===== src/ncm_pkg.sv =====
// Constants shared by the neutral current mismatch block.
package ncm_pkg;
  // Data path widths.
  localparam int SAMPLE_W = 24;
  localparam int SUM_W = 28;
  localparam int THR_W = 24;
  localparam int DATA_W = 32;
  localparam int ADDR_W = 4;
  // Register offsets on the plain register port.
  localparam logic [3:0] OFS_PHASE_CURRENT_SUM = 4'h0;
  localparam logic [3:0] OFS_MISMATCH_THRESHOLD = 4'h1;
  localparam logic [3:0] OFS_FIRST_STATUS = 4'h2;
  localparam logic [3:0] OFS_SECOND_STATUS = 4'h3;
  localparam logic [3:0] OFS_FIRST_MASK = 4'h4;
  localparam logic [3:0] OFS_SECOND_MASK = 4'h5;
  // Field positions.
  localparam int DONE_BIT = 17;
  localparam int MISMATCH_BIT = 20;
  // Reset values and scale.
  localparam logic [23:0] THR_RESET = 24'h000000;
  localparam logic [23:0] FULL_SCALE = 24'h5A7540;
  // Sample timing: 125 us period at a 10 ns clock.
  localparam int SAMPLE_PERIOD_NS = 125000;
  localparam int CLK_PERIOD_NS = 10;
  localparam int SAMPLE_CYCLES = SAMPLE_PERIOD_NS / CLK_PERIOD_NS;
endpackage


===== src/ncm_top.sv =====
// Neutral current mismatch detector with its register port and interrupts.
module ncm_top #(
  parameter int SAMPLE_CYCLES = ncm_pkg::SAMPLE_CYCLES
) (
  input wire logic mclk,
  input wire logic rst_n,
  input wire logic [23:0] phase_a_current_sample,
  input wire logic [23:0] phase_b_current_sample,
  input wire logic [23:0] phase_c_current_sample,
  input wire logic [23:0] neutral_current_sample,
  input wire logic [3:0] reg_addr,
  input wire logic [31:0] reg_wdata,
  input wire logic reg_wr,
  input wire logic reg_rd,
  output logic [31:0] reg_rdata,
  output logic first_interrupt_output_n,
  output logic second_interrupt_output_n
);
  logic tick;
  logic cmp_stb_q;
  logic [27:0] phase_current_sum_q;
  logic [27:0] phase_current_sum_d;
  logic [27:0] neutral_q;
  logic [27:0] abs_sum;
  logic [27:0] abs_neutral;
  logic [28:0] diff;
  logic [28:0] abs_diff;
  logic [23:0] mismatch_threshold_q;
  logic [27:0] thr_ext;
  logic thr_positive;
  logic mismatch_cond;
  logic first_status_q;
  logic first_status_d;
  logic second_status_q;
  logic second_status_d;
  logic first_mask_q;
  logic first_mask_d;
  logic second_mask_q;
  logic second_mask_d;
  logic wr_first_status;
  logic wr_second_status;

  // Sample-period timing for the whole computation.
  ncm_tick #(
    .PERIOD(SAMPLE_CYCLES)
  ) u_tick (
    .mclk(mclk),
    .rst_n(rst_n),
    .tick(tick)
  );

  // Sign-extend each 24-bit sample before adding, so the sum cannot wrap.
  always_comb
  begin
    phase_current_sum_d = {{4{phase_a_current_sample[23]}}, phase_a_current_sample}
                        + {{4{phase_b_current_sample[23]}}, phase_b_current_sample}
                        + {{4{phase_c_current_sample[23]}}, phase_c_current_sample};
  end

  // Capture the sum and the neutral sample once per sample period.
  always_ff @(posedge mclk or negedge rst_n)
  begin
    if (!rst_n)
    begin
      phase_current_sum_q <= 28'h0000000;
      neutral_q <= 28'h0000000;
    end
    else if (tick)
    begin
      phase_current_sum_q <= phase_current_sum_d;
      neutral_q <= {{4{neutral_current_sample[23]}}, neutral_current_sample};
    end
  end

  // The comparison runs one cycle after the capture, on registered operands.
  always_ff @(posedge mclk or negedge rst_n)
  begin
    if (!rst_n)
    begin
      cmp_stb_q <= 1'b0;
    end
    else
    begin
      cmp_stb_q <= tick;
    end
  end

  // Magnitudes of the sum and of the neutral sample.
  ncm_abs #(
    .W(28)
  ) u_abs_sum (
    .value(phase_current_sum_q),
    .magnitude(abs_sum)
  );

  ncm_abs #(
    .W(28)
  ) u_abs_neutral (
    .value(neutral_q),
    .magnitude(abs_neutral)
  );

  // One extra bit keeps the difference of two magnitudes exact.
  always_comb
  begin
    diff = {1'b0, abs_sum} - {1'b0, abs_neutral};
  end

  ncm_abs #(
    .W(29)
  ) u_abs_diff (
    .value(diff),
    .magnitude(abs_diff)
  );

  // A zero or negative threshold flags every comparison, even a zero difference.
  always_comb
  begin
    thr_ext = {{4{mismatch_threshold_q[23]}}, mismatch_threshold_q};
    thr_positive = !mismatch_threshold_q[23] && (mismatch_threshold_q != 24'h000000);
    mismatch_cond = !thr_positive || (abs_diff > {5'h00, mismatch_threshold_q});
  end

  // Register write decode for the flag clears.
  always_comb
  begin
    wr_first_status = reg_wr && (reg_addr == ncm_pkg::OFS_FIRST_STATUS)
                    && reg_wdata[ncm_pkg::DONE_BIT];
    wr_second_status = reg_wr && (reg_addr == ncm_pkg::OFS_SECOND_STATUS)
                     && reg_wdata[ncm_pkg::MISMATCH_BIT];
  end

  // Sticky flags: a set in the same cycle as a clear wins, so no event is lost.
  always_comb
  begin
    first_status_d = cmp_stb_q || (first_status_q && !wr_first_status);
    second_status_d = (cmp_stb_q && mismatch_cond)
                    || (second_status_q && !wr_second_status);
  end

  // Status flags.
  always_ff @(posedge mclk or negedge rst_n)
  begin
    if (!rst_n)
    begin
      first_status_q <= 1'b0;
      second_status_q <= 1'b0;
    end
    else
    begin
      first_status_q <= first_status_d;
      second_status_q <= second_status_d;
    end
  end

  // Mask writes take only the defined bit of each mask register.
  always_comb
  begin
    first_mask_d = first_mask_q;
    second_mask_d = second_mask_q;
    if (reg_wr && (reg_addr == ncm_pkg::OFS_FIRST_MASK))
    begin
      first_mask_d = reg_wdata[ncm_pkg::DONE_BIT];
    end
    if (reg_wr && (reg_addr == ncm_pkg::OFS_SECOND_MASK))
    begin
      second_mask_d = reg_wdata[ncm_pkg::MISMATCH_BIT];
    end
  end

  // Mask registers.
  always_ff @(posedge mclk or negedge rst_n)
  begin
    if (!rst_n)
    begin
      first_mask_q <= 1'b0;
      second_mask_q <= 1'b0;
    end
    else
    begin
      first_mask_q <= first_mask_d;
      second_mask_q <= second_mask_d;
    end
  end

  // The threshold shares the ADC scale; FULL_SCALE puts detection at full scale.
  // Reset leaves it at zero, which flags continuously until software sets it.
  always_ff @(posedge mclk or negedge rst_n)
  begin
    if (!rst_n)
    begin
      mismatch_threshold_q <= ncm_pkg::THR_RESET;
    end
    else if (reg_wr && (reg_addr == ncm_pkg::OFS_MISMATCH_THRESHOLD))
    begin
      mismatch_threshold_q <= reg_wdata[23:0];
    end
  end

  // Interrupt pins are active low, built from next-state values so they
  // move in the same cycle as the flags they reflect.
  always_ff @(posedge mclk or negedge rst_n)
  begin
    if (!rst_n)
    begin
      first_interrupt_output_n <= 1'b1;
      second_interrupt_output_n <= 1'b1;
    end
    else
    begin
      first_interrupt_output_n <= !(first_status_d && first_mask_d);
      second_interrupt_output_n <= !(second_status_d && second_mask_d);
    end
  end

  // Read data appear the cycle after the strobe and read as zero otherwise.
  always_ff @(posedge mclk or negedge rst_n)
  begin
    if (!rst_n)
    begin
      reg_rdata <= 32'h00000000;
    end
    else if (reg_rd)
    begin
      unique case (reg_addr)
        ncm_pkg::OFS_PHASE_CURRENT_SUM: reg_rdata <= {4'h0, phase_current_sum_q};
        ncm_pkg::OFS_MISMATCH_THRESHOLD: reg_rdata <= {4'h0, thr_ext};
        ncm_pkg::OFS_FIRST_STATUS: reg_rdata <= 32'(first_status_q) << ncm_pkg::DONE_BIT;
        ncm_pkg::OFS_SECOND_STATUS: reg_rdata <= 32'(second_status_q) << ncm_pkg::MISMATCH_BIT;
        ncm_pkg::OFS_FIRST_MASK: reg_rdata <= 32'(first_mask_q) << ncm_pkg::DONE_BIT;
        ncm_pkg::OFS_SECOND_MASK: reg_rdata <= 32'(second_mask_q) << ncm_pkg::MISMATCH_BIT;
        default: reg_rdata <= 32'h00000000;
      endcase
    end
    else
    begin
      reg_rdata <= 32'h00000000;
    end
  end

  // Helper: the expected sum computed independently from the samples.
  logic [27:0] ref_sum;
  always_comb
  begin
    ref_sum = 28'($signed(phase_a_current_sample)) + 28'($signed(phase_b_current_sample))
            + 28'($signed(phase_c_current_sample));
  end

  // Helper: cycles since the last tick. Reset starts it one below zero so the
  // first period, which begins at release, is counted like every later one.
  logic [31:0] since_tick_q;
  always_ff @(posedge mclk or negedge rst_n)
  begin
    if (!rst_n)
    begin
      since_tick_q <= 32'hFFFFFFFF;
    end
    else
    begin
      since_tick_q <= tick ? 32'h00000000 : since_tick_q + 32'h00000001;
    end
  end
endmodule // ncm_top


===== src/ncm_abs.sv =====
// Two's complement magnitude of a signed word.
module ncm_abs #(
  parameter int W = 28
) (
  input wire logic [W-1:0] value,
  output logic [W-1:0] magnitude
);
  // The most negative code cannot occur here: callers leave one bit of headroom.
  always_comb
  begin
    magnitude = value[W-1] ? (~value + {{(W-1){1'b0}}, 1'b1}) : value;
  end
endmodule // ncm_abs


===== src/ncm_tick.sv =====
// Free-running divider that marks each sample period with a one-cycle pulse.
module ncm_tick #(
  parameter int PERIOD = ncm_pkg::SAMPLE_CYCLES
) (
  input wire logic mclk,
  input wire logic rst_n,
  output logic tick
);
  logic [$clog2(PERIOD)-1:0] cnt_q;
  localparam logic [$clog2(PERIOD)-1:0] LAST = ($clog2(PERIOD))'(PERIOD - 1);

  // Counter wraps at the end of each period and pulses the tick.
  always_ff @(posedge mclk or negedge rst_n)
  begin
    if (!rst_n)
    begin
      cnt_q <= '0;
      tick <= 1'b0;
    end
    else
    begin
      tick <= (cnt_q == LAST);
      cnt_q <= (cnt_q == LAST) ? '0 : cnt_q + 1'b1;
    end
  end
endmodule // ncm_tick


===== config.mk =====
export PLATFORM = sky130hd
export DESIGN_NAME = ncm_top
export DESIGN_NICKNAME = d
export VERILOG_FILES = /design/src/ncm_pkg.sv /design/src/ncm_top.sv /design/src/ncm_abs.sv /design/src/ncm_tick.sv
export SDC_FILE = /design/constraint.sdc
export NUM_CORES = 1
export LEC_CHECK = 0
export BUFFER_PORTS_ARGS = -buffer_cell sky130_fd_sc_hd__buf_2
export CAP_MARGIN = 20
export CORE_AREA = 4 4 158 145
export CTS_CLUSTER_SIZE = 25
export DETAILED_ROUTE_END_ITERATION = 7
export DIE_AREA = 0 0 162 149
export HOLD_SLACK_MARGIN = 0.06
export PLACE_DENSITY = 0.81
export SYNTH_ARGS = -nofsm -noshare
export SYNTH_HDL_FRONTEND = slang
export SYNTH_SLANG_ARGS = --single-unit

===== constraint.sdc =====
create_clock -name mclk -period 7.7 [get_ports mclk]
set_input_delay 1.54 -clock mclk [delete_from_list [all_inputs] [get_ports mclk]]
set_output_delay 1.54 -clock mclk [all_outputs]
set_load 0.01 [all_outputs]

==> reports/results.txt, run 1 <==
The flow ran to the end, and the final reports show no timing, DRC or antenna violations. After clock tree synthesis, the clock-pin slew on the worst setup and hold paths is 0.06 ns. Share of power burned in combinational logic: 24.1%. The proportion of register bits with asynchronous set or reset after synthesis was 100.0%. After synthesis, flip-flops and latches occupy 29.09% of the total area. Across the run, the number of max-cap violations was 0.

For this run, design rule violations remaining after detail routing come to 0. The average wire length per cell after detail routing was 17.34 um; the final-report setup violation count was 0. Register-to-register setup slack: 0.55 ns.

The run gives 9,034 as the number of global-route vias before repair. The number of levels in the clock H-tree was 4. In the post-synthesis netlist, the biggest area contributors are dfrtp_1 29%, ha_1 9.5%, mux2_2 6.9%. Relative to the synthesized area, the layout overhead comes to 15.99%. In this run the tightest slew margin relative to its limit is 29.25%. Total area of multi-input combinational cells: 0.007096 mm^2. The worst reg-to-reg path cell count works out to 28. STA classifies the critical path endpoint as a register. The logs give 1,132 for the cell count after synthesis and 0.02414 mm^2 for the die area. The worst hold-check slack is 0.4910 ns, and the clock latency reported for the late side of the worst-skew pair is 0.43 ns. The leakage power came out at 5.817 nW. The run gives 1.394 mW as the internal portion of total power. Destination of the worst register-to-register timing path: second_status_q$_DFF_PN0_. The die is 149 um tall.

Dividing total power by cell area gives a power density of 165.2 mW/mm^2. The core region is 0.02131 mm^2. For this design, the slowest cell found on the critical path is o31ai_4.

For the final database, setup skew stands at 0.009478 ns. After global routing the overflow that remains totals 0. The type of the tightest min-delay check was reg -> reg. The hold-critical path depth is 1, and the number of distinct library cells after synthesis is 94.

The synthesis warning total is 0. The finished cells cover 0.01218 mm^2. The number of enable-type register cells in the synthesized netlist was 0; the violation count after the first detailed-routing iteration was 688.

The HPWL after detailed placement is 21,870 um. The tools report the cell at the root of the clock tree as clkbuf_16. In this run the deepest clock path goes through 2 buffers. The count of cells in the finished layout, fillers not included, comes to 1,592.

Of all nets on the critical path, the largest fanout is 11. The number of sinks on the clock net was 122; the stage delay of the slowest cell on the critical path was 0.43 ns. The tools report the number of nets with antenna violations after detailed routing as 0. The number of top-level design ports was 170; the mean area per synthesized cell was 9.279 um^2. Setup slack closes at 0.5544 ns. The upper clock frequency limit was 0.1399 GHz. The critical path is of the reg -> reg type. The number of setup buffers added after CTS is 0. In this run, placement finished with an instance count of 1,559. The routed design could run at a clock period as short as 7.146 ns.

For the worst setup path, the data required time is 8.00 ns. The clock network accounts for 39.8% of the total power. The arrival time at the worst endpoint came out at 7.45 ns.

Hold repair after CTS inserted 0 buffers. The pre-CTS setup slack was 0.2636 ns. Setup total negative slack on the finished layout was measured at 0 ns. For the pin with the worst max-slew slack, the measured transition is 1.059 ns. The first detailed-routing pass ran for 5 iterations.

For hold timing, the worst endpoint is first_status_q$_DFF_PN0_. Initial antenna violation count: 0. In this run the most critical hold path is launched from cmp_stb_q$_DFF_PN0_.

In the global route stage, overall resource usage came out at 22.97%. The area taken by flip-flops and latches came out at 0.003057 mm^2. Among all flip-flop cells after synthesis, the most frequent one is dfrtp_1. The overall via count from detail_route is 9,288, and the switching power summed over all nets is 0.6193 mW.

In the finished design, the share of the clock period the worst path needs comes to 92.80%. Wires add up to 27,610 um. The initial utilization of the core area, before any placement, comes to 49.28%. Port buffering added 157 buffers. The relative contribution of sequential cells to total power was 36.1%.

Counting the buffers created by CTS gives 17. Summed over all instances, the cell type with the most area after synthesis is dfrtp_1. The global placer's final weighted congestion is 0.9508, and the layout net count is 1,530.

Using the TritonRoute via totals, the vias-per-cell ratio works out to 5.834. In this run, synthesis produced a sequential element count of 122. In this run, post-CTS repair resized a total of 0 instances. The post-route netlist has 23.98% of its cells at a drive strength greater than 1. STA classifies the critical path startpoint as a register. The final-report hold violation count is 0, and the share of Yosys cell area claimed by the top area cell type is 28.59%.

In this run the critical register-to-register path is launched from neutral_q[1]$_DFFE_PN0P_. Fill cells in the final layout number 1,884. Net switching is 30.76% of the power. Setup repair after global routing left no endpoint under its margin. In this run the core area contains 51 standard-cell rows. The largest net degree at the start of global routing was 68.

The die is 162 um wide. TritonCTS built the clock tree. The repair_antennas step left the layout with diodes totalling 0.

The peak supply drop was 0.1178 mV. Once placement finished, the instance area stood at 0.01157 mm^2. The final-report max-slew violation count came out at 0. The area of the mapped netlist was 0.01050 mm^2; the global-route wire length before repair was 44,790 um.
==> layer usage <==
metal,up-vias,global-route usage [%],share of wire [%]
met1,4422,32.06,45
met4,0,7.061,2.5
met3,58,5.029,8.6
met5,-,0,0
li1,4441,-,-
met2,367,35.98,44
==> kinds of logic (layout without fill, tap and decap cells) <==
family | count (synthesis) | count (layout) | synth area share [%]
AO/OA/AOI/OAI | 283 | 283 | 18.86
XOR/XNOR | 108 | 108 | 9.005
adder cells (fa/ha/maj) | 106 | 106 | 14.48
buffers and inverters | 96 | 257 | 3.979
flip-flops | 122 | 122 | 29.09
multiplexers | 72 | 72 | 7.636
other | 2 | 10 | 0.07150
AND/OR/NAND/NOR | 343 | 343 | 16.88
==> cell usage in the layout, fill, tap and decap left out, types with 10 or more instances in the layout <==
| cell type | netlist | final |
|---|---|---|
| buf_2 | 2 | 157 |
| dfrtp_1 | 120 | 119 |
| nor2_1 | 89 | 89 |
| nand2_1 | 80 | 80 |
| ha_1 | 80 | 80 |
| xnor2_1 | 69 | 69 |
| mux2_2 | 64 | 64 |
| o21ai_0 | 59 | 59 |
| inv_1 | 57 | 57 |
| a21oi_1 | 56 | 56 |
| xor2_1 | 39 | 39 |
| fa_1 | 26 | 26 |
| nand3_1 | 23 | 23 |
| nor3_1 | 21 | 21 |
| a22oi_1 | 21 | 21 |
| nand4_1 | 18 | 18 |
| a21o_1 | 18 | 18 |
| clkbuf_16 | 0 | 17 |
| nor4_1 | 16 | 14 |
| o211ai_1 | 13 | 13 |
| o31ai_1 | 13 | 13 |
| nor2b_1 | 13 | 12 |
| or3_1 | 12 | 12 |
| conb_1 | 2 | 10 |
| buf_4 | 7 | 10 |
==> worst max-delay path, delay by kind of cell (launching register included) <==
kind / cells / cell delay [ns]
flops: 1 / 0.37
fa+ha+maj: 2 / 0.73
xor+xnor: 2 / 0.22
compound gates: 8 / 1.77
simple gates: 14 / 3.57
buf+inv: 2 / 0.36
==> metrics by stage <==
step,total power [mW],utilization [%]
3_3_place_gp,1.205,54.27
3_5_place_dp,1.217,54.27
5_1_grt,2.124,57.16
6_report,2.013,57.16
4_1_cts,2.022,57.03
2_1_floorplan,1.066,-
==> power by group through the flow <==
stage / sequential [mW] / combinational (mW) / clock (mW)
floorplan: 0.716 / 0.349 / 0
global placement: 0.735 / 0.470 / 0
detailed placement: 0.736 / 0.481 / 0
CTS: 0.726 / 0.486 / 0.810
global route: 0.730 / 0.555 / 0.839
finish: 0.727 / 0.486 / 0.801
==> cells in the mapped netlist (6+ instances only) <==
library cell  number
mux2i_1            7
nor4_1            16
ha_1              80
nand3_1           23
clkbuf_1          25
mux2_2            64
xnor2_1           69
nand4_1           18
or2_2              7
buf_4              7
inv_1             57
o31ai_1           13
dfrtp_1          120
o211ai_1          13
o21ai_1            6
xor2_1            39
nor2b_1           13
nand2_1           80
a211oi_1           8
o21a_1             9
a22oi_1           21
fa_1              26
nor2_1            89
a21o_1            18
and3_1             9
o21ai_0           59
or4_1              8
o41ai_1            9
and2_1             6
nor3_1            21
nand2b_1           8
or3_1             12
a21oi_1           56
==> state kept, by name, indices dropped and copies added (netlist names), 14 cells and up <==
name and cells:
reg_rdata 26, u_tick.cnt_q 14, neutral_q 24, mismatch_threshold_q 24
phase_current_sum_q 26
==> worst max-delay path by stage <==
stage,cells after the start,from,endpoint
after floorplan,26,neutral_q[3]$_DFFE_PN0P_,second_status_q$_DFF_PN0_
after global placement,26,phase_current_sum_q[6]$_DFFE_PN0P_,second_status_q$_DFF_PN0_
after detailed placement,26,phase_current_sum_q[6]$_DFFE_PN0P_,second_status_q$_DFF_PN0_
after CTS,26,phase_current_sum_q[6]$_DFFE_PN0P_,second_status_q$_DFF_PN0_
after global routing,28,neutral_q[0]$_DFFE_PN0P_,second_status_q$_DFF_PN0_
final,28,neutral_q[1]$_DFFE_PN0P_,second_status_q$_DFF_PN0_
==> final cells by class <==
type                       count  share of cell area, %
clock inverter                13                  1.191
clock buffer                  19                  3.636
inverter                      58                  1.787
timing repair buffer         167                  7.066
sequential                   122                  25.09
multi-input combinational    922                  58.24
tap                          291                  2.989
Note: power is estimated with default switching activity, not from simulation.
==> run 2, diff against run 1 <==
--- a/config.mk
+++ b/config.mk
@@ -5,7 +5,7 @@
 export SDC_FILE = /design/constraint.sdc
 export NUM_CORES = 1
 export LEC_CHECK = 0
-export BUFFER_PORTS_ARGS = -buffer_cell sky130_fd_sc_hd__buf_2
+export BUFFER_PORTS_ARGS = -buffer_cell sky130_fd_sc_hd__buf_4
 export CAP_MARGIN = 20
 export CORE_AREA = 4 4 158 145
 export CTS_CLUSTER_SIZE = 25
==> run 2 against run 1 <==
Design area rose by 3.9%. Core utilization is 2.2 points higher. Clock power up 6.6%. Wire length increased by 1.8%. Final cell count is 0.31% higher. Register-to-register slack worse by 0.10 ns. Flip-flop and latch count unchanged. Clock-buffer cell count is the same. First-iteration DRC count rose by 3.5%. Clock skew is 0.00096 ns lower.
==> reports/results.txt, run 2 (synthesis results as in run 1) <==
Setup repair after global routing left no endpoint under its margin. The horizontal extent of the die is 162 um (unchanged), and the maximum buffer depth of the clock tree is 2 (unchanged). The final-report max-slew violation count is 0 (unchanged).

The global placer's final weighted congestion was 0.9620 (+1.2%); the violation count after the first detailed-routing iteration was 712 (+3.5%). STA classifies the critical path endpoint as a register. The total number of placement rows came out at 51 (unchanged). The tools report the layout net count as 1,535 (+0.33%). TritonCTS built the clock tree. The clock slew at the register clock pins of the worst setup and hold paths is 0.06 ns (about the same), and the initial antenna violation count is 0 (unchanged).

The slowest stage of the critical path is the or4_1 cell. The die area is 0.02414 mm^2 (unchanged). The tools report the post-place instance area as 0.01200 mm^2 (+3.7%). The most common cell after layout, fill and taps aside is buf_4. The post-layout total power was 2.096 mW (+4.1%); the power per unit of standard cell area was 165.5 mW/mm^2 (+0.18%). Cell repeated most along the worst path: a21oi_1. The post-route cell area was 0.01266 mm^2 (+3.9%); the minimum period implied by the final worst setup slack was 7.245 ns (+0.09961 ns). In the final layout, the registers with the most flip-flops are phase_current_sum_q x26, reg_rdata x26.

The flow ran to the end, and the final reports show no timing, DRC or antenna violations. The run gives 0.4997 ns (+0.008709 ns) as the worst hold-check slack. In this design, the largest share of critical-path delay is due to compound AO/OA/AOI/OAI gates. The chip height is 149 um (unchanged). The vias per cell is 5.771 (-1.1%), and the count of buffers inserted at the top-level ports is 157 (unchanged). The number of remaining DRC errors is 0 (unchanged). The cell at the root of the clock tree was clkbuf_16.

Clock latency reported for the late side of the worst-skew pair: 0.42 ns (about the same). The critical path is of the reg -> reg type. The average wire length per cell after detail routing is 17.61 um (+1.5%). The max-capacitance violation count was 0 (unchanged); the number of nets with antenna violations after detailed routing was 0 (unchanged).

Final-report setup violation count: 0 (unchanged). The cts-stage hold buffer count is 0 (unchanged). The initial core utilization came out at 49.28% (unchanged). The run gives 17 (unchanged) as the number of clock buffers inserted by TritonCTS. The residual overflow from global routing came out at 0 (unchanged). The worst slew margin relative to its limit was 28.96% (-0.30 points); the number of top-level design ports was 170 (unchanged). For the post-layout utilization of the core, the log shows 59.40% (+2.2 points). The required time of the worst setup path was 8.00 ns (about the same).

The upper clock frequency limit came out at 0.1380 GHz (-1.4%). The setup clock skew after layout was 0.008518 ns (-0.0009595 ns). The logs give 45,690 um (+2.0%) for the global-route wire length before repair and 1,564 (+0.32%) for the number of cells after detailed placement. The maximum fanout count along the critical path is 11 (unchanged), and the stage delay of the slowest cell on the critical path is 0.65 ns (+0.22 ns). The arrival time at the worst endpoint is 7.54 ns (+0.09 ns).

The final cycle utilization of the critical path was 94.09% (+1.3 points); the half-perimeter wire length of the detailed placement result was 22,610 um (+3.4%). The launching element type of the critical path is a register. The number of antenna repair diodes came out at 0 (unchanged). Leaving out fill and tap cells, the most frequent cells in the layout are 172 x buf_4, 119 x dfrtp_1, 89 x nor2_1. The slew at the pin closest to its max-slew limit is 1.063 ns (+0.004456 ns), and the number of levels in the clock H-tree is 4 (unchanged).

The share of layout cells above drive strength 1 is 24.43% (+0.44 points), and the final-report hold violation count is 0 (unchanged). The type of the tightest min-delay check is reg -> reg. The largest net degree at the start of global routing came out at 67 (-1.5%).

Final critical-path setup slack: 0.4548 ns (-0.09961 ns). The run gives 28,120 um (+1.8%) as the total wire length. The tools report the peak supply drop as 0.1628 mV (+38%). The number of buffer and inverter stages on the critical path works out to 1 (-1). Area added between synthesis and finish: 20.52%. The aggregate negative setup slack came out at 0 ns (unchanged).

The tools report the global-route usage over all layers as 23.40% (+0.43 points). The leakage power came out at 5.968 nW (+2.6%). The tools report the number of global-route vias before repair as 9,051 (+0.19%). The run gives 0.02131 mm^2 (unchanged) as the total core area. The pre-CTS setup slack was 0.1217 ns (-0.1418 ns); the number of detailed-routing iterations run before antenna repair was 6 (+1).

The overall via count from detail_route is 9,216 (-0.78%), and the number of standard cells in the final layout excluding fillers is 1,597 (+0.31%). The tools report the number of sinks on the clock net as 122 (unchanged).
==> run 2: changes by cell type in the layout (fill, tap and decap cells not counted), sizes merged <==
cell      delta
bufinv       +2
inv          +1
buf          +5
clkinvlp     +1
clkinv       -4
==> run 2: metal layers <==
layer	up-vias	track usage, %	wire (um)
met5	-	0	0
met4	0	4.524	263
met3	22	5.001	2040
met2	297	37.57	12860
met1	4437	33.11	12960
li1	4460	-	-
==> run 2: repair_timing <==
item | 4_1_cts | 5_1_grt
resized for setup | 0 | 5
buffers inserted | 0 | 1
endpoints found under the setup margin | 0 | 2
==> run 2: cell type report <==
cell class / instances / area (um^2)
sequential: 122 / 3057
fill: 1850 / 8653
inverter: 58 / 217.7
clock buffer: 19 / 442.9
tap: 291 / 364.1
timing repair buffer: 172 / 1291
multi-input combinational: 922 / 7097
clock inverter: 13 / 190.2
==> run 2: worst paths after layout <==
check	to	cells past startpoint	start	slack [ns]
max in group asynchronous	u_tick.tick$_DFF_PN0_	2	rst_n	5.25
min in group asynchronous	reg_rdata[6]$_DFF_PN0_	1	rst_n	1.21
hold / removal	first_status_q$_DFF_PN0_	1	cmp_stb_q$_DFF_PN0_	0.50
hold reg to reg	first_status_q$_DFF_PN0_	1	cmp_stb_q$_DFF_PN0_	0.50
setup reg to reg	second_status_q$_DFF_PN0_	27	phase_current_sum_q[6]$_DFFE_PN0P_	0.45
setup / recovery	second_status_q$_DFF_PN0_	27	phase_current_sum_q[6]$_DFFE_PN0P_	0.45
==> run 2: power breakdown <==
part	leakage, nW	switching [mW]	internal, mW
Sequential	1.57	0.0468	0.678
Combinational	4.10	0.263	0.253
Clock	0.297	0.302	0.552
==> run 3, diff against run 2 <==
--- a/config.mk
+++ b/config.mk
@@ -7,12 +7,14 @@
 export LEC_CHECK = 0
 export BUFFER_PORTS_ARGS = -buffer_cell sky130_fd_sc_hd__buf_4
 export CAP_MARGIN = 20
-export CORE_AREA = 4 4 158 145
+export CELL_PAD_IN_SITES_DETAIL_PLACEMENT = 0
+export CELL_PAD_IN_SITES_GLOBAL_PLACEMENT = 2
+export CORE_AREA = 4 4 186 170
 export CTS_CLUSTER_SIZE = 25
 export DETAILED_ROUTE_END_ITERATION = 7
-export DIE_AREA = 0 0 162 149
+export DIE_AREA = 0 0 190 174
 export HOLD_SLACK_MARGIN = 0.06
-export PLACE_DENSITY = 0.81
+export PLACE_DENSITY = 0.91
 export SYNTH_ARGS = -nofsm -noshare
 export SYNTH_HDL_FRONTEND = slang
 export SYNTH_SLANG_ARGS = --single-unit
==> run 3 against run 2 <==
Flip-flop and latch count did not move. Power down 2.4%. Combinational power about the same. Via count down 2.7%. Non-clock buffer count grew 2. First-iteration DRC count down 8.4%.
==> reports/results.txt, run 3 (synthesis results as in run 1) <==
The average wire length per cell after detail routing works out to 17.28 um (-1.8%). The run gives 8,770 (-3.1%) as the number of global-route vias before repair. Vias per cell: 5.246 (-9.1%). Minimum period implied by the final worst setup slack: 7.270 ns (+0.02515 ns). The run gives 122 (unchanged) as the number of sinks on the clock net. The number of remaining DRC errors is 0 (unchanged), and the share of layout cells above drive strength 1 is 24.20% (-0.23 points). The logs give 2 (unchanged) for the maximum buffer depth of the clock tree and 0 (unchanged) for the initial antenna violation count. The maximum fanout count along the critical path was 7 (-4); the power per unit of standard cell area was 160.0 mW/mm^2 (-3.3%). For the number of top-level design ports, the log shows 170 (unchanged).

The tools report the share of power burned in combinational logic as 25.4% (+0.8 points). For the post-layout total power, the log shows 2.045 mW (-2.4%). The initial core utilization is 35.42% (-14 points). Count of buffers inserted at the top-level ports: 157 (unchanged).

Leaving out fill and tap cells, the most frequent cells in the layout are 173 x buf_4, 119 x dfrtp_1, 89 x nor2_1. Switching part of the total: 29.51% (+0.29 points). Leaving out fill and tap cells, the most frequent cell in the layout is buf_4.

The switching power summed over all nets came out at 0.6036 mW (-1.4%). The total number of placement rows is 60 (+18%), and the setup clock skew after layout is 0.007581 ns (-0.0009371 ns). The required time of the worst setup path is 8.00 ns (about the same).

For the number of detailed-routing iterations run before antenna repair, the log shows 5 (-1). The clock latency reported for the late side of the worst-skew pair was 0.42 ns (about the same); the aggregate negative setup slack was 0 ns (unchanged). The register-to-register setup slack was 0.43 ns (-0.03 ns); the stage delay of the slowest cell on the critical path was 0.64 ns (about the same). In the final layout, the registers with the most flip-flops are phase_current_sum_q x26, reg_rdata x26. The arrival time at the worst endpoint is 7.57 ns (+0.03 ns).

The cell sitting at the root of the clock tree is a clkbuf_16. The max-capacitance violation count is 0 (unchanged), and the total wire length is 29,540 um (+5.0%). The tools report the internal portion of total power as 1.442 mW (-2.8%).

The critical path is of the reg -> reg type. The run gives 0 (unchanged) as the final-report max-slew violation count. The global-route usage over all layers is 17.75% (-5.7 points).

The number of antenna repair diodes is 0 (unchanged). The overall via count from detail_route is 8,966 (-2.7%). The tools report the critical path endpoint category as a register. The largest net degree at the start of global routing is 70 (+4.5%), and the peak supply drop is 0.1556 mV (-4.4%). For the number of clock buffers inserted by TritonCTS, the log shows 17 (unchanged). The final-report setup violation count was 0 (unchanged); the upper clock frequency limit was 0.1375 GHz (-0.35%). On the critical path, the stage with the largest delay is an instance of or4_1.

The final-layout fill cell count is 2,939 (+59%). For the layout net count, the log shows 1,537 (+0.13%). For the share of total power in the clock network, the log shows 39.0% (-1.8 points). The clock slew at the register clock pins of the worst setup and hold paths was 0.06 ns (about the same); the cts-stage hold buffer count was 0 (unchanged). The run gives 1,676 (+7.2%) as the number of cells after detailed placement. The worst slew margin relative to its limit is 31.47% (+2.5 points). For the die area, the log shows 0.03306 mm^2 (+37%).

The area added between synthesis and finish was 21.70%. Post-route cell area: 0.01278 mm^2 (+0.98%). The type of the tightest min-delay check is reg -> reg.

For the relative contribution of sequential cells to total power, the log shows 35.6% (+1.0 points). Slew at the pin closest to its max-slew limit: 1.025 ns (-0.03823 ns). The logs give 0 (unchanged) for the residual overflow from global routing and 0.8977 (-6.7%) for the global placer's final weighted congestion. The violation count after the first detailed-routing iteration came out at 652 (-8.4%). The flow ran to the end, and the final reports show no timing, DRC or antenna violations. TritonCTS built the clock tree.

The total core area is 0.02965 mm^2 (+39%), and the number of levels in the clock H-tree is 4 (unchanged). The final cycle utilization of the critical path was 94.42% (+0.33 points); the number of standard cells in the final layout excluding fillers was 1,709 (+7.0%). STA classifies the critical path startpoint as a register. The chip height was 174 um (+17%); the global-route wire length before repair was 47,090 um (+3.1%). The leakage power is 5.979 nW (+0.19%), and the post-place instance area is 0.01214 mm^2 (+1.2%). The horizontal extent of the die was 190 um (+17%); the number of nets with antenna violations after detailed routing was 0 (unchanged). Half-perimeter wire length of the detailed placement result: 24,200 um (+7.0%).

For the final-report hold violation count, the log shows 0 (unchanged).
run 3: cell types whose count changed in the layout (fill, tap and decap cells not counted), sizes merged:
| cell | change |
|---|---|
| inv | -3 |
| clkbuf | +4 |
| buf | +2 |
| clkinv | +2 |
| clkinvlp | -3 |
| bufinv | -2 |
run 3: worst paths after layout:
| check | start | depth (start not counted) | endpoint |
|---|---|---|---|
| min reg2reg | u_tick.cnt_q[8]$_DFF_PN0_ | 1 | u_tick.cnt_q[8]$_DFF_PN0_ |
| min | u_tick.cnt_q[8]$_DFF_PN0_ | 1 | u_tick.cnt_q[8]$_DFF_PN0_ |
| max | phase_current_sum_q[6]$_DFFE_PN0P_ | 27 | second_status_q$_DFF_PN0_ |
| max in group asynchronous | rst_n | 2 | u_tick.tick$_DFF_PN0_ |
| max reg2reg | phase_current_sum_q[6]$_DFFE_PN0P_ | 27 | second_status_q$_DFF_PN0_ |
| min in group asynchronous | rst_n | 1 | mismatch_threshold_q[4]$_DFFE_PN0P_ |
run 3: per-stage QoR:
stage / hold WS [ns] / setup WS (ns) / util (%)
after floorplan: 0.3519 / 0.9527 / -
after global routing: 0.5197 / -0.02658 / 43.11
final: 0.4928 / 0.4297 / 43.11
after global placement: 0.4794 / 0.3056 / 40.90
after CTS: 0.4926 / 0.2316 / 42.91
after detailed placement: 0.4824 / 0.2924 / 40.92
run 3: layer usage:
layer  up-vias  global-route usage, %  share of wire, %
met2       229                  26.21                42
met1      4264                  26.55                50
met3        26                  4.056               6.3
met4         0                  3.737               1.2
li1       4447                      -                 -
met5         -                      0                 0
run 3: area by class of cell:
class	count	area (um^2)	area share (%)
flip-flops and latches	122	3057	23.91
well taps	403	504.2	3.944
clock inverters	7	91.34	0.7145
multi-input cells	922	7089	55.46
clock buffers	23	498.0	3.895
inverters	58	217.7	1.703
repair buffers	174	1326	10.37
run 3: worst max-delay path, delay by kind of cell, from the launching register on:
kind            cells  cell delay [ns]
xor+xnor            2             0.34
simple gates        9             2.84
compound gates     13             2.80
fa+ha+maj           2             0.55
buf+inv             1             0.16
flops               1             0.44
run 3: power groups by stage:
stage | Sequential [mW] | Combinational [mW] | Clock, mW
after floorplan | 0.716 | 0.349 | 0
after global placement | 0.737 | 0.512 | 0
after detailed placement | 0.738 | 0.517 | 0
after CTS | 0.728 | 0.521 | 0.812
after global routing | 0.734 | 0.588 | 0.843
final | 0.729 | 0.519 | 0.797
run 3: repair_timing:
action	in CTS	in global routing
endpoints found under the hold margin	0	0
gates resized for setup	0	3
setup endpoints to repair	0	2
buffers inserted	0	2
